--- src/smsf_pkg.sv ---
// Constants, states and carriers of the command status block
package smsf_pkg;
   // ==========================================================
   // Register port lanes
   localparam logic [1:0] ADDR_STS0 = 2'h0;  // Control/status bits
   localparam logic [1:0] ADDR_STS1 = 2'h1;  // Credit low byte
   localparam logic [1:0] ADDR_STS2 = 2'h2;  // Credit high byte
   localparam logic [1:0] ADDR_DATA = 2'h3;  // Data port
   // ==========================================================
   // Bit positions in lane 0
   localparam int BIT_VALID  = 7;  // Status valid
   localparam int BIT_READY  = 6;  // Ready request / ready state
   localparam int BIT_GO     = 5;  // Execute trigger
   localparam int BIT_PEND   = 4;  // Response pending
   localparam int BIT_EXPECT = 3;  // More bytes expected
   localparam int BIT_RETRY  = 1;  // Resend response
   // ==========================================================
   // Sizes and reset values
   localparam int CMD_DEPTH = 8;    // Command queue words
   localparam int RSP_DEPTH = 64;   // Response store bytes
   localparam int SIZE_FIRST = 2;   // First byte of size field
   localparam int SIZE_LAST  = 5;   // Last byte of size field
   localparam logic [7:0] IDLE_READ = 8'hff;  // Data read, no response
   // ==========================================================
   // Timing
   localparam int CLK_MHZ          = 10;    // clk_sys rate
   localparam int READY_TIMEOUT_US = 1000;  // Ready entry limit
   localparam int READY_TIMEOUT_CYC = READY_TIMEOUT_US * CLK_MHZ;
   // ==========================================================
   // Types
   typedef enum logic [2:0] {
      ST_IDLE, ST_PREP, ST_READY, ST_RECV, ST_EXEC, ST_DONE
   } smsf_state_e;
   typedef struct packed {
      logic [1:0] addr;   // Lane select
      logic       wr;     // Write strobe
      logic       rd;     // Read strobe
      logic [7:0] wdata;  // Write byte
   } smsf_req_s;
endpackage

--- src/smsf_top.sv ---
// Command status register, lifecycle machine and transfer credit
//
// Contract
// - Status writes need exactly one bit set.
// - Reception from first byte until execute trigger.
// - Execution until response pending or abort.
// - Completion holds until ready request written.
// - Idle after completion, locality change, abort; from completion a ready request goes to prepare instead.
// - Ready whenever a new command fits.
// - Credit field bits 23:8, read only.
// - Credit dynamic, tracks every byte moved.
// - Never wait for a full credit's worth.
// - Drain command bytes as they arrive.
// - Dynamic credit zero only full or empty.
// - Two credit bytes always form consistent count.
// - Low byte read latches high byte.
// - Pending counts readable, else writable bytes.
// - Ready request: prepare, abort, or free.
// - Completion request empties queues, ready or idle.
// - Ready only with empty queues.
// - Pending until last byte; resend replays.
// - Expect clears when size field satisfied.
`timescale 1ns/1ns

// ============================================================
// Command queue
module smsf_fifo #(
   parameter int W = 8,
   parameter int D = smsf_pkg::CMD_DEPTH
) (
   input  wire logic                 clk_sys,
   input  wire logic                 rst_n,
   input  wire logic                 clr,
   input  wire logic                 in_valid,
   output logic                      in_ready,
   input  wire logic [W-1:0]         in_data,
   output logic                      out_valid,
   input  wire logic                 out_ready,
   output logic [W-1:0]              out_data,
   output logic [$clog2(D):0]        count
);
   localparam int AW = $clog2(D);
   // Refused at elaboration; pointers wrap on a power of two only
   if (D < 2 || (1 << AW) != D) begin
      $error("fifo depth must be a power of two");
   end
   logic [W-1:0]  mem_reg [D];    // Storage
   logic [AW:0]   wp_reg;         // Write pointer
   logic [AW:0]   rp_reg;         // Read pointer
   logic          push;
   logic          pop;
   assign count     = wp_reg - rp_reg;
   assign in_ready  = count != (AW+1)'(D);
   assign out_valid = count != '0;
   assign out_data  = mem_reg[rp_reg[AW-1:0]];
   assign push      = in_valid && in_ready && !clr;
   assign pop       = out_valid && out_ready && !clr;
   // Pointers; clear drops everything
   always_ff @(posedge clk_sys or negedge rst_n) begin
      if (!rst_n) begin
         wp_reg <= '0;
         rp_reg <= '0;
      end else if (clr) begin
         wp_reg <= '0;
         rp_reg <= '0;
      end else begin
         wp_reg <= wp_reg + (AW+1)'(push);
         rp_reg <= rp_reg + (AW+1)'(pop);
      end
   end
   // Storage needs no reset
   always_ff @(posedge clk_sys) begin
      if (push) begin
         mem_reg[wp_reg[AW-1:0]] <= in_data;
      end
   end
endmodule

// ============================================================
// Top
module smsf_top #(
   parameter int RSP_DEPTH = smsf_pkg::RSP_DEPTH,
   parameter int READY_TIMEOUT_CYC = smsf_pkg::READY_TIMEOUT_CYC
) (
   input  wire logic               clk_sys,
   input  wire logic               rst_n,
   input  wire smsf_pkg::smsf_req_s req,
   output logic [7:0]              rdata,
   output logic                    rdata_valid,
   output logic                    data_wr_ready,
   input  wire logic               loc_change,
   output logic                    cmd_valid,
   output logic [7:0]              cmd_data,
   input  wire logic               cmd_ready,
   output logic                    exec_start,
   output logic                    exec_abort,
   input  wire logic               rsp_valid,
   input  wire logic [7:0]         rsp_data,
   input  wire logic               rsp_last,
   output logic                    rsp_ready
);
   localparam int AW = $clog2(RSP_DEPTH);
   localparam int CW = $clog2(smsf_pkg::CMD_DEPTH);
   // Credit is 16 bits wide, so the store may not outgrow it
   if (RSP_DEPTH < 2 || RSP_DEPTH > 65535 || READY_TIMEOUT_CYC < 1) begin
      $error("unsupported parameter value");
   end

   smsf_pkg::smsf_state_e st_reg;        // Lifecycle state
   logic [7:0]  rsp_mem_reg [RSP_DEPTH];  // Response kept for replay
   logic [AW:0] rsp_len_reg;              // Bytes stored
   logic [AW:0] rd_ptr_reg;               // Next byte to return
   logic        pend_reg;                 // Response pending
   logic        expect_reg;               // More bytes expected
   logic [31:0] byte_cnt_reg;             // Command bytes received
   logic [31:0] size_reg;                 // Captured size field
   logic [31:0] tmo_reg;                  // Ready entry countdown
   logic [7:0]  hi_latch_reg;             // Latched credit high byte
   logic        latch_vld_reg;            // Latch holds a value
   logic        valid_reg;                // Status bits trustworthy
   logic [CW:0] cmd_count;
   logic        fifo_in_ready;
   logic [15:0] cred;
   logic        wr_sts, onehot, rr, go, retry;
   logic        data_wr, data_rd, accept_wr, flush;
   logic        rsp_take, rsp_done, last_rd;
   logic [31:0] size_now;                 // Size seen with current byte

   // ==========================================================
   // Decode
   assign wr_sts  = req.wr && req.addr == smsf_pkg::ADDR_STS0;
   assign onehot  = $onehot(req.wdata);
   assign rr      = wr_sts && onehot && req.wdata[smsf_pkg::BIT_READY];
   assign go      = wr_sts && onehot && req.wdata[smsf_pkg::BIT_GO];
   assign retry   = wr_sts && onehot && req.wdata[smsf_pkg::BIT_RETRY];
   assign data_wr = req.wr && req.addr == smsf_pkg::ADDR_DATA;
   assign data_rd = req.rd && req.addr == smsf_pkg::ADDR_DATA;
   // Bytes land only while a command may be written
   assign data_wr_ready = (st_reg == smsf_pkg::ST_READY ||
                           st_reg == smsf_pkg::ST_RECV) && fifo_in_ready;
   assign accept_wr = data_wr && data_wr_ready && !loc_change;
   // Ready request outside ready and prepare frees both queues
   assign flush = loc_change || (rr && st_reg != smsf_pkg::ST_READY &&
                                 st_reg != smsf_pkg::ST_PREP);
   assign rsp_ready = st_reg == smsf_pkg::ST_EXEC &&
                      rsp_len_reg != (AW+1)'(RSP_DEPTH);
   assign rsp_take  = rsp_valid && rsp_ready && !flush;
   assign rsp_done  = rsp_take && rsp_last;
   assign last_rd   = data_rd && pend_reg &&
                      rd_ptr_reg + (AW+1)'(1) == rsp_len_reg;

   // Queue drains to the engine as bytes arrive
   smsf_fifo #(.W(8), .D(smsf_pkg::CMD_DEPTH)) u_cmdq (
      .clk_sys   (clk_sys),
      .rst_n     (rst_n),
      .clr       (flush),
      .in_valid  (accept_wr),
      .in_ready  (fifo_in_ready),
      .in_data   (req.wdata),
      .out_valid (cmd_valid),
      .out_ready (cmd_ready),
      .out_data  (cmd_data),
      .count     (cmd_count)
   );

   // ==========================================================
   // Lifecycle machine
   always_ff @(posedge clk_sys or negedge rst_n) begin
      if (!rst_n) begin
         st_reg <= smsf_pkg::ST_IDLE;
      end else if (loc_change) begin
         st_reg <= smsf_pkg::ST_IDLE;
      end else begin
         case (st_reg)
            smsf_pkg::ST_IDLE: begin
               if (rr) st_reg <= smsf_pkg::ST_PREP;
            end
            smsf_pkg::ST_PREP: begin
               // Enter ready only once both queues are empty
               if (cmd_count == '0 && rsp_len_reg == '0)
                  st_reg <= smsf_pkg::ST_READY;
               else if (tmo_reg == '0)
                  st_reg <= smsf_pkg::ST_IDLE;
            end
            smsf_pkg::ST_READY: begin
               // Ready request here is ignored
               if (accept_wr) st_reg <= smsf_pkg::ST_RECV;
            end
            smsf_pkg::ST_RECV: begin
               if (rr) st_reg <= smsf_pkg::ST_IDLE;
               else if (go) st_reg <= smsf_pkg::ST_EXEC;
            end
            smsf_pkg::ST_EXEC: begin
               if (rr) st_reg <= smsf_pkg::ST_IDLE;
               else if (rsp_done) st_reg <= smsf_pkg::ST_DONE;
            end
            smsf_pkg::ST_DONE: begin
               if (rr) st_reg <= smsf_pkg::ST_PREP;
            end
            default: st_reg <= smsf_pkg::ST_IDLE;
         endcase
      end
   end

   // Ready entry timeout, loaded on each request made outside prepare
   always_ff @(posedge clk_sys or negedge rst_n) begin
      if (!rst_n) begin
         tmo_reg <= '0;
      end else if (rr && st_reg != smsf_pkg::ST_PREP) begin
         tmo_reg <= 32'(READY_TIMEOUT_CYC);
      end else if (tmo_reg != '0) begin
         tmo_reg <= tmo_reg - 32'h1;
      end
   end

   // Engine strobes
   always_ff @(posedge clk_sys or negedge rst_n) begin
      if (!rst_n) begin
         exec_start <= 1'b0;
         exec_abort <= 1'b0;
      end else begin
         exec_start <= go && !loc_change && st_reg == smsf_pkg::ST_RECV;
         exec_abort <= flush && (st_reg == smsf_pkg::ST_RECV ||
                                 st_reg == smsf_pkg::ST_EXEC);
      end
   end

   // ==========================================================
   // Size tracking; size field is big endian
   // Only the last size byte is folded in live; later bytes are payload
   assign size_now = (byte_cnt_reg == 32'(smsf_pkg::SIZE_LAST)) ?
                     {size_reg[23:0], req.wdata} : size_reg;
   always_ff @(posedge clk_sys or negedge rst_n) begin
      if (!rst_n) begin
         byte_cnt_reg <= '0;
         size_reg     <= '0;
         expect_reg   <= 1'b0;
      end else if (flush) begin
         byte_cnt_reg <= '0;
         size_reg     <= '0;
         expect_reg   <= 1'b0;
      end else if (st_reg == smsf_pkg::ST_PREP && cmd_count == '0 &&
                   rsp_len_reg == '0) begin
         byte_cnt_reg <= '0;
         expect_reg   <= 1'b1;
      end else if (accept_wr) begin
         byte_cnt_reg <= byte_cnt_reg + 32'h1;
         if (byte_cnt_reg >= 32'(smsf_pkg::SIZE_FIRST) &&
             byte_cnt_reg <= 32'(smsf_pkg::SIZE_LAST))
            size_reg <= {size_reg[23:0], req.wdata};
         // Clear once the byte count reaches the size field value
         if (byte_cnt_reg >= 32'(smsf_pkg::SIZE_LAST) &&
             byte_cnt_reg + 32'h1 >= size_now)
            expect_reg <= 1'b0;
      end
   end

   // ==========================================================
   // Response store; kept whole so a resend can replay it
   always_ff @(posedge clk_sys) begin
      if (rsp_take) begin
         rsp_mem_reg[rsp_len_reg[AW-1:0]] <= rsp_data;
      end
   end

   // Fill level and read pointer
   always_ff @(posedge clk_sys or negedge rst_n) begin
      if (!rst_n) begin
         rsp_len_reg <= '0;
         rd_ptr_reg  <= '0;
      end else if (flush) begin
         rsp_len_reg <= '0;
         rd_ptr_reg  <= '0;
      end else begin
         if (rsp_take) rsp_len_reg <= rsp_len_reg + (AW+1)'(1);
         if (retry && st_reg == smsf_pkg::ST_DONE)
            rd_ptr_reg <= '0;
         else if (data_rd && pend_reg)
            rd_ptr_reg <= rd_ptr_reg + (AW+1)'(1);
      end
   end

   // Pending flag; a resend wins over a last read
   always_ff @(posedge clk_sys or negedge rst_n) begin
      if (!rst_n) begin
         pend_reg <= 1'b0;
      end else if (flush) begin
         pend_reg <= 1'b0;
      end else if (rsp_done ||
                   (retry && st_reg == smsf_pkg::ST_DONE)) begin
         pend_reg <= 1'b1;
      end else if (last_rd) begin
         pend_reg <= 1'b0;
      end
   end

   // ==========================================================
   // Credit: true counter, moves with every byte
   always_comb begin
      if (pend_reg)
         cred = 16'(rsp_len_reg - rd_ptr_reg);
      else if (data_wr_ready || st_reg == smsf_pkg::ST_READY ||
               st_reg == smsf_pkg::ST_RECV)
         cred = 16'(smsf_pkg::CMD_DEPTH) - 16'(cmd_count);
      else
         cred = 16'h0;
   end

   // High byte latch; a data access drops it
   always_ff @(posedge clk_sys or negedge rst_n) begin
      if (!rst_n) begin
         hi_latch_reg  <= 8'h00;
         latch_vld_reg <= 1'b0;
      end else if (data_rd || data_wr) begin
         latch_vld_reg <= 1'b0;
      end else if (req.rd && req.addr == smsf_pkg::ADDR_STS1) begin
         hi_latch_reg  <= cred[15:8];
         latch_vld_reg <= 1'b1;
      end else if (req.rd && req.addr == smsf_pkg::ADDR_STS2) begin
         latch_vld_reg <= 1'b0;
      end
   end

   // Status becomes valid one cycle after reset release
   always_ff @(posedge clk_sys or negedge rst_n) begin
      if (!rst_n) valid_reg <= 1'b0;
      else valid_reg <= 1'b1;
   end

   // ==========================================================
   // Read data, one cycle after the strobe; lanes separate
   always_ff @(posedge clk_sys or negedge rst_n) begin
      if (!rst_n) begin
         rdata       <= 8'h00;
         rdata_valid <= 1'b0;
      end else begin
         rdata_valid <= req.rd;
         if (req.rd) begin
            case (req.addr)
               smsf_pkg::ADDR_STS0: begin
                  // Trigger and resend bits read as zero
                  rdata <= {valid_reg,
                            st_reg == smsf_pkg::ST_READY, 1'b0,
                            pend_reg, expect_reg, 3'h0};
               end
               smsf_pkg::ADDR_STS1: rdata <= cred[7:0];
               smsf_pkg::ADDR_STS2: begin
                  rdata <= latch_vld_reg ? hi_latch_reg
                                         : cred[15:8];
               end
               smsf_pkg::ADDR_DATA: begin
                  rdata <= pend_reg ? rsp_mem_reg[rd_ptr_reg[AW-1:0]]
                                    : smsf_pkg::IDLE_READ;
               end
               default: rdata <= 8'h00;
            endcase
         end
      end
   end
endmodule

--- config.mk ---
export PLATFORM = sky130hd
export DESIGN_NAME = smsf_top
export DESIGN_NICKNAME = d
export VERILOG_FILES = /design/src/smsf_pkg.sv /design/src/smsf_top.sv
export SDC_FILE = /design/constraint.sdc
export NUM_CORES = 1
export LEC_CHECK = 0
export BUFFER_PORTS_ARGS = -buffer_cell sky130_fd_sc_hd__buf_4
export CAP_MARGIN = 10
export CORE_MARGIN = 1.5
export CORE_UTILIZATION = 45
export CTS_BUF_LIST = sky130_fd_sc_hd__clkbuf_8 sky130_fd_sc_hd__clkbuf_16
export DETAILED_ROUTE_END_ITERATION = 10
export GPL_TIMING_DRIVEN = 0
export PLACE_DENSITY = 0.56
export SKIP_LAST_GASP = 1
export SLEW_MARGIN = 30
export SYNTH_ARGS = -nofsm -noshare
export SYNTH_HDL_FRONTEND = slang
export SYNTH_SLANG_ARGS = --single-unit
export TNS_END_PERCENT = 10
--- constraint.sdc ---
create_clock -name clk_sys -period 5.7 [get_ports clk_sys]
set_input_delay 0.57 -clock clk_sys [delete_from_list [all_inputs] [get_ports clk_sys]]
set_output_delay 0.57 -clock clk_sys [all_outputs]
set_load 0.05 [all_outputs]
# == Word level (Yosys, flattened, before mapping) ==
# Memory sizes are Yosys's and may differ from the RTL's.
# Cells that the tools add are included.
# op_classes
n_addsub,16
n_lt_le_gt_ge,4
eq_ne,21
mux,46
n_bitwise,1
n_reduce_logical,64
# op_table
operator,n
two-way mux 32 bit,10
two-way mux 7 bit,5
logical AND 1 bit,34
adder 32 x 1 -> 32 bit (second input constant),1
== test 32 x 3 -> 1 bit (second input constant),1
>= comparator 32 x 2 -> 1 bit (second input constant),1
>= comparator 32 x 3 -> 1 bit (second input constant),1
>= comparator 32 bit,1
<= comparator 32 x 3 -> 1 bit (second input constant),1
zero test 32 bit,1
two-way mux 16 bit,2
case mux 8 bit (4 select lines),1
nonzero test 32 bit,1
subtractor 32 x 1 -> 32 bit (second input constant),1
two-way mux 3 bit,9
two-way mux 8 bit,2
!= test 4 bit (second input constant),4
case mux 3 bit (5 select lines),1
nonzero test 3 bit,5
adder 7 x 1 -> 7 bit (second input constant),2
two-way mux 1 bit,14
adder 1 x 1 -> 2 bit,4
adder 4 x 1 -> 4 bit,2
two-way mux 4 bit,2
29 further kinds,46
# word_totals
ff_bits,144
ram_bits,576
input_bits,26
elab_cells,171
n_memories,2
# memory_table
memory,words,width,rd,rd_ports_with_merged_regs,wr,line_no,text
rsp_mem_reg,64,8,1,0,1,smsf_top.sv:110,logic [7:0] rsp_mem_reg [RSP_DEPTH];
u_cmdq.mem_reg,8,8,1,0,1,smsf_top.sv:47,logic [W-1:0] mem_reg [D];

# == Longest topological paths before layout ==
# Gate-level depths: netlist of the first run.
# depth
ltp_word,16
depth_mapped,19
depth_no_buf,18

# == By module ==
# Synthesis of the first run repeated with hierarchy kept, for this count alone.
# hier_totals
cells_unflattened,2095
area_unflattened_um2,31635.3
# modules_own_cells
module,n_inst,cells_each,area_each_um2
smsf_top,1,1922,28618.7
smsf_fifo,1,173,3016.6

# == Worst setup path after synthesis of the first run ==
# No wires, ideal clock.
# synth_timing
path_type,in2reg
start,input req[0] in the netlist's numbering
end,memory u_cmdq.mem_reg[2][0] (enable)
setup_time_ns,0.398
t_arrival_ns,4.830
slack_ns,0.472
cell_stages,15
n_path_buf,1
cell_sequence,inv_1 > fa_1 > fa_1 > fa_1 > inv_1 > ha_1 > inv_1 > fa_1 > nor2b_1 > a21oi_1 > nor3_2 > a21oi_1 > nand2_1 > clkbuf_1 > nor4b_1
# synth_between
elab_chain_cells,13
# synth_rtl
item,line_no,text
from (decl),smsf_top.sv:87,"input wire smsf_pkg::smsf_req_s req,"
adder 1 x 1 -> 2 bit (implied by the code),smsf_top.sv:132,assign onehot = $onehot(req.wdata);
adder 2 x 2 -> 3 bit (implied by the code),smsf_top.sv:132,
adder 3 x 3 -> 4 bit (implied by the code),smsf_top.sv:132,
== test 4 x 1 -> 1 bit,smsf_top.sv:132,
logical AND 1 bit (2 in series),smsf_top.sv:133,assign rr = wr_sts && onehot && req.wdata[smsf_pkg::BIT_READY];
logical AND 1 bit (2 in series),smsf_top.sv:143,assign flush = loc_change || (rr && st_reg != smsf_pkg::ST_READY &&
logical OR 1 bit,smsf_top.sv:143,
zero test 1 bit,smsf_top.sv:56,assign push = in_valid && in_ready && !clr;
logical AND 1 bit,smsf_top.sv:56,
two-way mux 1 bit,smsf_top.sv:73,if (push) begin
two-way mux 1 bit (implied by the code),smsf_top.sv:74,mem_reg[wp_reg[AW-1:0]] <= in_data;
to (decl),smsf_top.sv:47,
# Every way passes these cells.

# == Final worst setup path of the first run ==
# layout_timing
start,input req[0] in the netlist's numbering
end,memory rsp_mem_reg[44][3] (enable)
# layout_between
elab_chain_cells,13
# layout_rtl
item,line_no,text
adder 1 x 1 -> 2 bit (implied by the code),smsf_top.sv:132,
adder 2 x 2 -> 3 bit (implied by the code),smsf_top.sv:132,
adder 3 x 3 -> 4 bit (implied by the code),smsf_top.sv:132,
== test 4 x 1 -> 1 bit,smsf_top.sv:132,
logical AND 1 bit (2 in series),smsf_top.sv:133,
logical AND 1 bit (2 in series),smsf_top.sv:143,
logical OR 1 bit,smsf_top.sv:143,
zero test 1 bit,smsf_top.sv:147,assign rsp_take = rsp_valid && rsp_ready && !flush;
logical AND 1 bit,smsf_top.sv:147,
two-way mux 1 bit,smsf_top.sv:261,if (rsp_take) begin
two-way mux 1 bit (implied by the code),smsf_top.sv:262,rsp_mem_reg[rsp_len_reg[AW-1:0]] <= rsp_data;
to (decl),smsf_top.sv:110,
# Every way passes these cells.

==> results of run 1 <==
[layout make-up]
| cell class | instances | area (sq um) |
|---|---|---|
| Sequential cell | 713 | 20700 |
| Inverter | 41 | 154 |
| Timing Repair Buffer | 52 | 415 |
| Buffer | 107 | 534 |
| Multi-Input combinational cell | 1223 | 9990 |
| Clock inverter | 64 | 492 |
| Fill cell | 5846 | 33400 |
| Tap cell | 931 | 1160 |
| Clock buffer | 79 | 1970 |
[placed cells by master, fill, tap and decap left out, types with 37 or more instances in the layout]
| master | n |
|---|---|
| edfxtp_1 | 576 |
| clkbuf_16 | 78 |
| mux2i_1 | 171 |
| nand2_1 | 128 |
| o21ai_0 | 37 |
| clkbuf_1 | 57 |
| xnor2_1 | 54 |
| buf_4 | 57 |
| nand3_1 | 41 |
| mux4_2 | 96 |
| dfrtp_1 | 137 |
| nor2_1 | 198 |
| a21oi_1 | 66 |
| inv_1 | 55 |
| o221ai_1 | 42 |
| ha_1 | 58 |
[timing repair]
| item | CTS | global route |
|---|---|---|
| hold buffers | 1 | 0 |
| hold endpoints to repair | 61 | 0 |
| resized for setup | 0 | 1 |
| setup endpoints to repair | 0 | 1 |
[per-stage QoR]
step	utilization (%)	setup TNS, ns	power, uW	cells
CTS	51.5	0	11300	3210
global placement	47.8	-137.10	6420	3062
detailed placement	47.9	-116.32	6450	3066
finish	51.5	0	11200	3210
floorplan	-	0	6230	2084
global route	51.5	0	11500	3210
[logic make-up (layout without fill, tap and decap cells)]
family	Yosys count	in the layout	share of synthesized area, %
flops	713	713	66.1
simple gates	542	542	8.42
mux	268	268	12.4
compound gates	260	260	5.73
buf+inv	148	343	2.18
xor+xnor	88	88	2.48
fa+ha+maj	64	64	2.70
other cells	1	1	0.0120
[worst max-delay path by stage]
stage / startpoint / depth (start not counted) / end / slack (ns)
after floorplan: req[0] / 15 / u_cmdq.mem_reg[2][0] / 0.47
after CTS: u_cmdq.rp_reg[1] / 12 / u_cmdq.mem_reg[4][3] / 0.20
after detailed placement: req[0] / 17 / rsp_mem_reg[35][5] / -0.37
after global placement: req[0] / 16 / u_cmdq.mem_reg[4][3] / -1.47
final: req[0] / 17 / rsp_mem_reg[44][3] / 0.26
after global routing: req[0] / 17 / rsp_mem_reg[35][1] / 0.003
[routing by layer]
metal | global-route usage, % | share of wire [%]
met1 | 33.2 | 42
met2 | 39.7 | 48
met3 | 4.30 | 6.4
met4 | 7.40 | 2.9
met5 | 0 | 0.076
[power by group through the flow]
stage | sequential [uW] | combinational, uW | clock (uW)
3_5_place_dp | 5960 | 486 | 0
2_1_floorplan | 5960 | 269 | 0
5_1_grt | 5870 | 537 | 5110
6_report | 5860 | 481 | 4830
4_1_cts | 5860 | 488 | 4920
3_3_place_gp | 5960 | 465 | 0
==> summary.txt, run 1 <==
Run status
  • Status: finished clean

Finish
  • Nets@finish: 2306
  • Layout area overhead: 13.0%
  • Largest register FFs: 512
  • Diodes inserted: 0
  • Layout cells sized above 1: 14.7%
  • Post-route cell area: 35400 sq um

Logic synthesis
  • Area share of the largest cell type after synthesis: 55.2%
  • Largest area contributor in the netlist: edfxtp_1
  • Cell Area, Synth: 31400 sq um
  • Warnings from Yosys: 0
  • Synth unique cells: 78
  • Post-synth EDFFs: 576
  • FF+latch count, synth: 713
  • Main synth FF type: edfxtp_1
  • Most frequent cells after synthesis: 576 x edfxtp_1, 198 x nor2_1, 171 x mux2i_1, 137 x dfrtp_1, 128 x nand2_1
  • Top cells by area, synth: edfxtp_1 55%, dfrtp_1 11%, mux4_2 6.9%
  • Syn nets: 2174
  • Seq/Total Area, Yosys: 66.1%
  • Post-synth ARST share: 19.2%
  • Gate Count Post-Synth: 2084
  • Top-count cell post-synth: edfxtp_1
  • Syn Area/Cell: 15.0 sq um

Clock network
  • Clock Sinks: 713
  • Clock transition at path regs: 0.05 ns
  • CTS tree: built
  • Num CTS Buffers: 78
  • Worst skew pair latency: 0.65 ns
  • Root Buffer: clkbuf_16
  • H-tree Lvls: 3
  • Clk buf depth: 3
  • Setup Buffers After CTS: 0

Global routing
  • Grt ovf: 0
  • Initial antenna violation count: 5
  • Largest net degree at the start of global routing: 77
  • First-pass GRT wire length: 125 mm
  • Total track usage: 24.3%
  • Vias in the first global route: 18700

STA
  • Final worst-path cycle share: 95.4%
  • Setup WS post-layout: 0.265 ns
  • Worst Clk Skew: 0.0377 ns
  • Fin. Hold Viols: 0
  • Final setup violation count: 0
  • Rel. slew slack: 33.1%
  • FMAX: 184 MHz
  • Worst Max-Slew Pin Slew: 1.00 ns
  • Clock period minus worst slack: 5.44 ns
  • WHS: 0.144 ns
  • Slew Viols, Final: 0
  • Unrepaired setup endpoints after global routing: false

Critical path
  • CP bufs+invs: 4
  • Most common cell on crit path: fa_1
  • Setup CP Type: input port to flip-flop
  • Crit-path cells: buf_4 -> inv_1 -> fa_1 -> fa_1 -> fa_1 -> inv_1 -> ha_1 -> inv_1 -> fa_1 -> nor2b_1 -> a21oi_1 -> nor3_2 -> nand2_1 -> nand2_1 -> nor3_1 -> nand3_1 -> nor2_1
  • Crit end category: flip-flop
  • Startpoint Class: input port
  • CP max-delay cell: nor2_1
  • FF-to-FF Start: u_cmdq.rp_reg[1]
  • CP required: 5.94 ns
  • Register-to-register setup slack: 0.65 ns
  • Critical Path Fanout Max: 11
  • Cell family with most CP delay: simple AND/OR/NAND/NOR gates
  • Worst Reg-to-Reg Cells: 12
  • CP arrival: 5.68 ns
  • Slowest cell delay on critical path: 0.95 ns
  • Reg2reg end: u_cmdq.mem_reg[4][3]

Floorplan
  • I/O pin total: 48
  • Die area: 71300 sq um
  • Die Width: 267 um
  • Row Count: 96
  • Die Ht: 267 um
  • Initial core utilization: 45.6%
  • Core region area: 68800 sq um

Routing
  • Wire per inst: 26.5 um
  • Residual DRC: 0
  • Vias: 18800
  • Initial detailed-routing violation count: 1905
  • Final wirelength: 85.0 mm
  • Antenna viol nets, final: 0
  • Drt pass-1 iters: 6
  • Vias per cell: 5.86

Pwr
  • LEAKAGE: 0.0119 uW
  • Flop pwr share: 52.4%
  • Net Sw Power: 2540 uW
  • Sw frac: 22.7%
  • Power per Cell Area: 315 nW/um^2
  • Max IR drop VDD: 0.326 mV
  • Combinational share of power: 4.3%
  • Clock power frac: 43.3%
  • Internal: 8630 uW

Min path
  • Hold Startpoint: req[8]
  • Hold Crit Class: input port to flip-flop
  • Worst Hold End: rdata_valid
  • Hold Path Depth: 1

Placement
  • Port Buf Inserts: 47
  • RD Place Congestion: 0.908
  • Final HPWL DP: 57.1 mm
  • Placed instance area: 33000 sq um
  • Pre-CTS WS: -0.371 ns

Flow run
  • # Max-Cap Violations: 0
Note: power is estimated with default switching activity, not from simulation.
==> inputs of run 2 (changes only) <==
--- a/config.mk
+++ b/config.mk
@@ -10,6 +10,7 @@
 export CORE_MARGIN = 1.5
 export CORE_UTILIZATION = 45
 export CTS_BUF_LIST = sky130_fd_sc_hd__clkbuf_8 sky130_fd_sc_hd__clkbuf_16
+export CTS_CLUSTER_DIAMETER = 100
 export DETAILED_ROUTE_END_ITERATION = 10
 export GPL_TIMING_DRIVEN = 0
 export PLACE_DENSITY = 0.56
@@ -17,5 +18,6 @@
 export SLEW_MARGIN = 30
 export SYNTH_ARGS = -nofsm -noshare
 export SYNTH_HDL_FRONTEND = slang
+export SYNTH_HIERARCHICAL = 1
 export SYNTH_SLANG_ARGS = --single-unit
 export TNS_END_PERCENT = 10
==> constraint.sdc (replaced) <==
create_clock -name clk_sys -period 5.7 [get_ports clk_sys]
set_input_delay 0 -clock clk_sys [delete_from_list [all_inputs] [get_ports clk_sys]]
set_output_delay 0 -clock clk_sys [all_outputs]
set_load 0.05 [all_outputs]
==> run 2 against run 1 <==
  * The run now ends with setup timing left
  * Sequential share of layout area is 1.1 points lower
  * Clock skew shrank 0.015 ns
  * Flip-flop and latch count unchanged
  * Non-clock buffer count increased by 34
  * Combinational power is 69% higher
  * Final area up 1.9%
  * Synthesized area grew 0.89%
  * Setup slack lost 0.27 ns
  * Clock power up 5.2%
  * Clock-buffer cell count is 7 higher
  * Critical path depth grew 1
  * Wire length rose by 2.7%
==> summary.txt, run 2 <==
Routing
  • Drt pass-1 iters: 6
  • Initial detailed-routing violation count: 1865
  • Wire per inst: 26.8 um
  • Antenna viol nets, final: 0
  • Vias per cell: 5.81
  • Final wirelength: 87.3 mm
  • Residual DRC: 0
  • Vias: 18900

Critical path
  • Register-to-register setup slack: 1.15 ns
  • Crit-path cells: dlygate4sd3_1 -> buf_4 -> inv_1 -> fa_1 -> fa_1 -> inv_1 -> ha_1 -> inv_1 -> fa_1 -> a22o_1 -> nand3_1 -> a21oi_2 -> a21oi_1 -> inv_1 -> clkbuf_1 -> nor3_1 -> nand3_1 -> nor2_1
  • Slowest cell delay on critical path: 1.08 ns
  • CP arrival: 5.94 ns
  • CP max-delay cell: nor2_1
  • Setup CP Type: input port to flip-flop
  • Most common cell on crit path: inv_1
  • Startpoint Class: input port
  • Critical Path Fanout Max: 10
  • CP required: 5.93 ns
  • Reg2reg end: rsp_mem_reg[34][4]
  • Worst Reg-to-Reg Cells: 9
  • FF-to-FF Start: rsp_len_reg[1]
  • Crit end category: flip-flop

Finish
  • Layout area overhead: 14.2%
  • Nets@finish: 2343
  • Commonest non-fill, non-tap cells in the layout: 576 x edfxtp_1, 228 x nor2_1, 137 x dfrtp_1
  • Largest register FFs: 512
  • Fin util: 51.8%
  • Layout cells sized above 1: 16.3%
  • Final Non-Filler Cells: 3257
  • Fill count: 5905
  • Commonest non-fill, non-tap cell in the layout: edfxtp_1
  • Diodes inserted: 0
  • Post-route cell area: 36100 sq um

Floorplan
  • Initial core utilization: 45.3%
  • Die area: 71900 sq um
  • I/O pin total: 48
  • Die Ht: 268 um
  • Row Count: 97
  • Core region area: 69800 sq um
  • Die Width: 268 um

Placement
  • Placed instance count: 3081
  • Port Buf Inserts: 45
  • Final HPWL DP: 57.4 mm
  • RD Place Congestion: 0.900
  • Placed instance area: 33200 sq um

Logic synthesis
  • Synth unique cells: 85
  • Largest area contributor in the netlist: edfxtp_1
  • Area share of the largest cell type after synthesis: 54.7%
  • Syn nets: 2185
  • Top-count cell post-synth: edfxtp_1
  • Warnings from Yosys: 6
  • Top cells by area, synth: edfxtp_1 55%, dfrtp_1 11%, mux4_2 8.9%
  • Syn Area/Cell: 15.1 sq um
  • FF+latch count, synth: 713
  • Gate Count Post-Synth: 2095
  • Cell Area, Synth: 31600 sq um
  • Post-synth ARST share: 19.2%
  • Main synth FF type: edfxtp_1
  • Seq/Total Area, Yosys: 65.5%
  • Post-synth EDFFs: 576
  • Most frequent cells after synthesis: 576 x edfxtp_1, 230 x nor2_1, 137 x dfrtp_1, 126 x nand2_1, 125 x mux4_2

STA
  • Final worst-path cycle share: 100%
  • Clock period minus worst slack: 5.70 ns
  • Setup WS post-layout: -0.00271 ns
  • Unrepaired setup endpoints after global routing: true
  • Fin. Hold Viols: 0
  • Worst Clk Skew: 0.0232 ns
  • Rel. slew slack: 29.1%
  • FMAX: 175 MHz
  • Final setup violation count: 4
  • Slew Viols, Final: 0
  • Worst Max-Slew Pin Slew: 1.06 ns

Clock network
  • Clk buf depth: 3
  • Num CTS Buffers: 78
  • H-tree Lvls: 3
  • CTS tree: built
  • Worst skew pair latency: 0.64 ns
  • Clock transition at path regs: 0.05 ns
  • Root Buffer: clkbuf_16
  • Clock Sinks: 713

Flow run
  • # Max-Cap Violations: 0

Min path
  • Hold Path Depth: 2
  • Hold Startpoint: req[8]
  • Hold Crit Class: input port to flip-flop
  • Worst Hold End: rdata_valid

Global routing
  • Largest net degree at the start of global routing: 72
  • Grt ovf: 0
  • Vias in the first global route: 19000
  • Initial antenna violation count: 1
  • Total track usage: 24.6%
  • First-pass GRT wire length: 127 mm

Pwr
  • Max IR drop VDD: 0.203 mV
  • LEAKAGE: 0.0123 uW
  • Power per Cell Area: 326 nW/um^2

Run status
  • Status: complete, but fails checks
  • Failing checks: setup timing
## run 2: worst max-delay path by stage
stage	startpoint	endpoint	slack, ns	depth (start not counted)
CTS	req[5]	rsp_mem_reg[35][2]	0.03	18
global placement	req[0]	u_cmdq/wp_reg[1]	-0.47	23
finish	req[5]	rsp_mem_reg[34][4]	-0.003	18
global route	req[5]	rsp_mem_reg[40][1]	-0.1	18
floorplan	req[0]	u_cmdq/wp_reg[1]	1.06	22
detailed placement	req[0]	rsp_mem_reg[35][5]	-0.57	18
## run 2: worst max-delay path: cells and delay by family
| family | cells | cell delay [ns] |
|---|---|---|
| adder cells (fa/ha/maj) | 4 | 1.52 |
| AO/OA/AOI/OAI | 3 | 0.70 |
| AND/OR/NAND/NOR | 4 | 2.48 |
| buffers and inverters | 7 | 1.22 |
## run 2: power by group
part,internal [uW],total (uW),switching [uW],leakage [uW]
combinational,294,815,521,0.00403
sequential,5760,5900,135,0.00695
clock,2970,5080,2120,0.00132
## run 2: through the flow
step / hold WS [ns] / total power [uW] / setup TNS, ns / setup slack [ns]
after floorplan: -0.296 / 6480 / 0 / 1.06
after global placement: 0.164 / 6770 / -135.68 / -0.467
after detailed placement: 0.00474 / 6800 / -168.34 / -0.575
after CTS: 0.0642 / 11900 / 0 / 0.0296
after global routing: 0.105 / 12200 / -4.22 / -0.0988
final: 0.0950 / 11800 / -0.00637 / -0.00271
## run 2: routing by layer
layer / vias to the layer above / global-route usage (%) / wire, um
li1: 8335 / - / -
met1: 9799 / 33.9 / 36900
met2: 664 / 40.5 / 42400
met3: 131 / 4.22 / 5950
met4: 0 / 6.60 / 2070
met5: - / 0 / 0
## run 2: area by class of cell
cell class                      count  area (sq um)  area share [%]
Multi-Input combinational cell   1225         10200            28.1
Buffer                            115           611            1.69
Timing Repair Buffer               78           711            1.97
Inverter                           42           158           0.436
Sequential cell                   713         20700            57.4
Tap cell                          940          1180            3.26
Clock buffer                       86          2080            5.77
Clock inverter                     58           507            1.40
## run 2: what timing repair did
item                                   in CTS  in global routing
buffers inserted                            0                  0
gates resized for setup                     0                  3
setup endpoints to repair                   0                293
hold buffers                               32                  0
endpoints found under the hold margin     678                  0
## run 2: cell families (layout without fill, tap and decap cells)
family                     after synthesis  count (layout)  share of synthesized area, %
AOI/OAI and AO/OA                      212             212                          4.46
xor gates and xnor gates               110             110                          3.05
adders and majority gates               64              64                          2.67
buffers and inverters                  157             379                          2.40
DFF                                    713             713                          65.5
muxes                                  248             248                          12.8
other                                    1               1                        0.0119
and+or+nand+nor                        590             590                          9.10
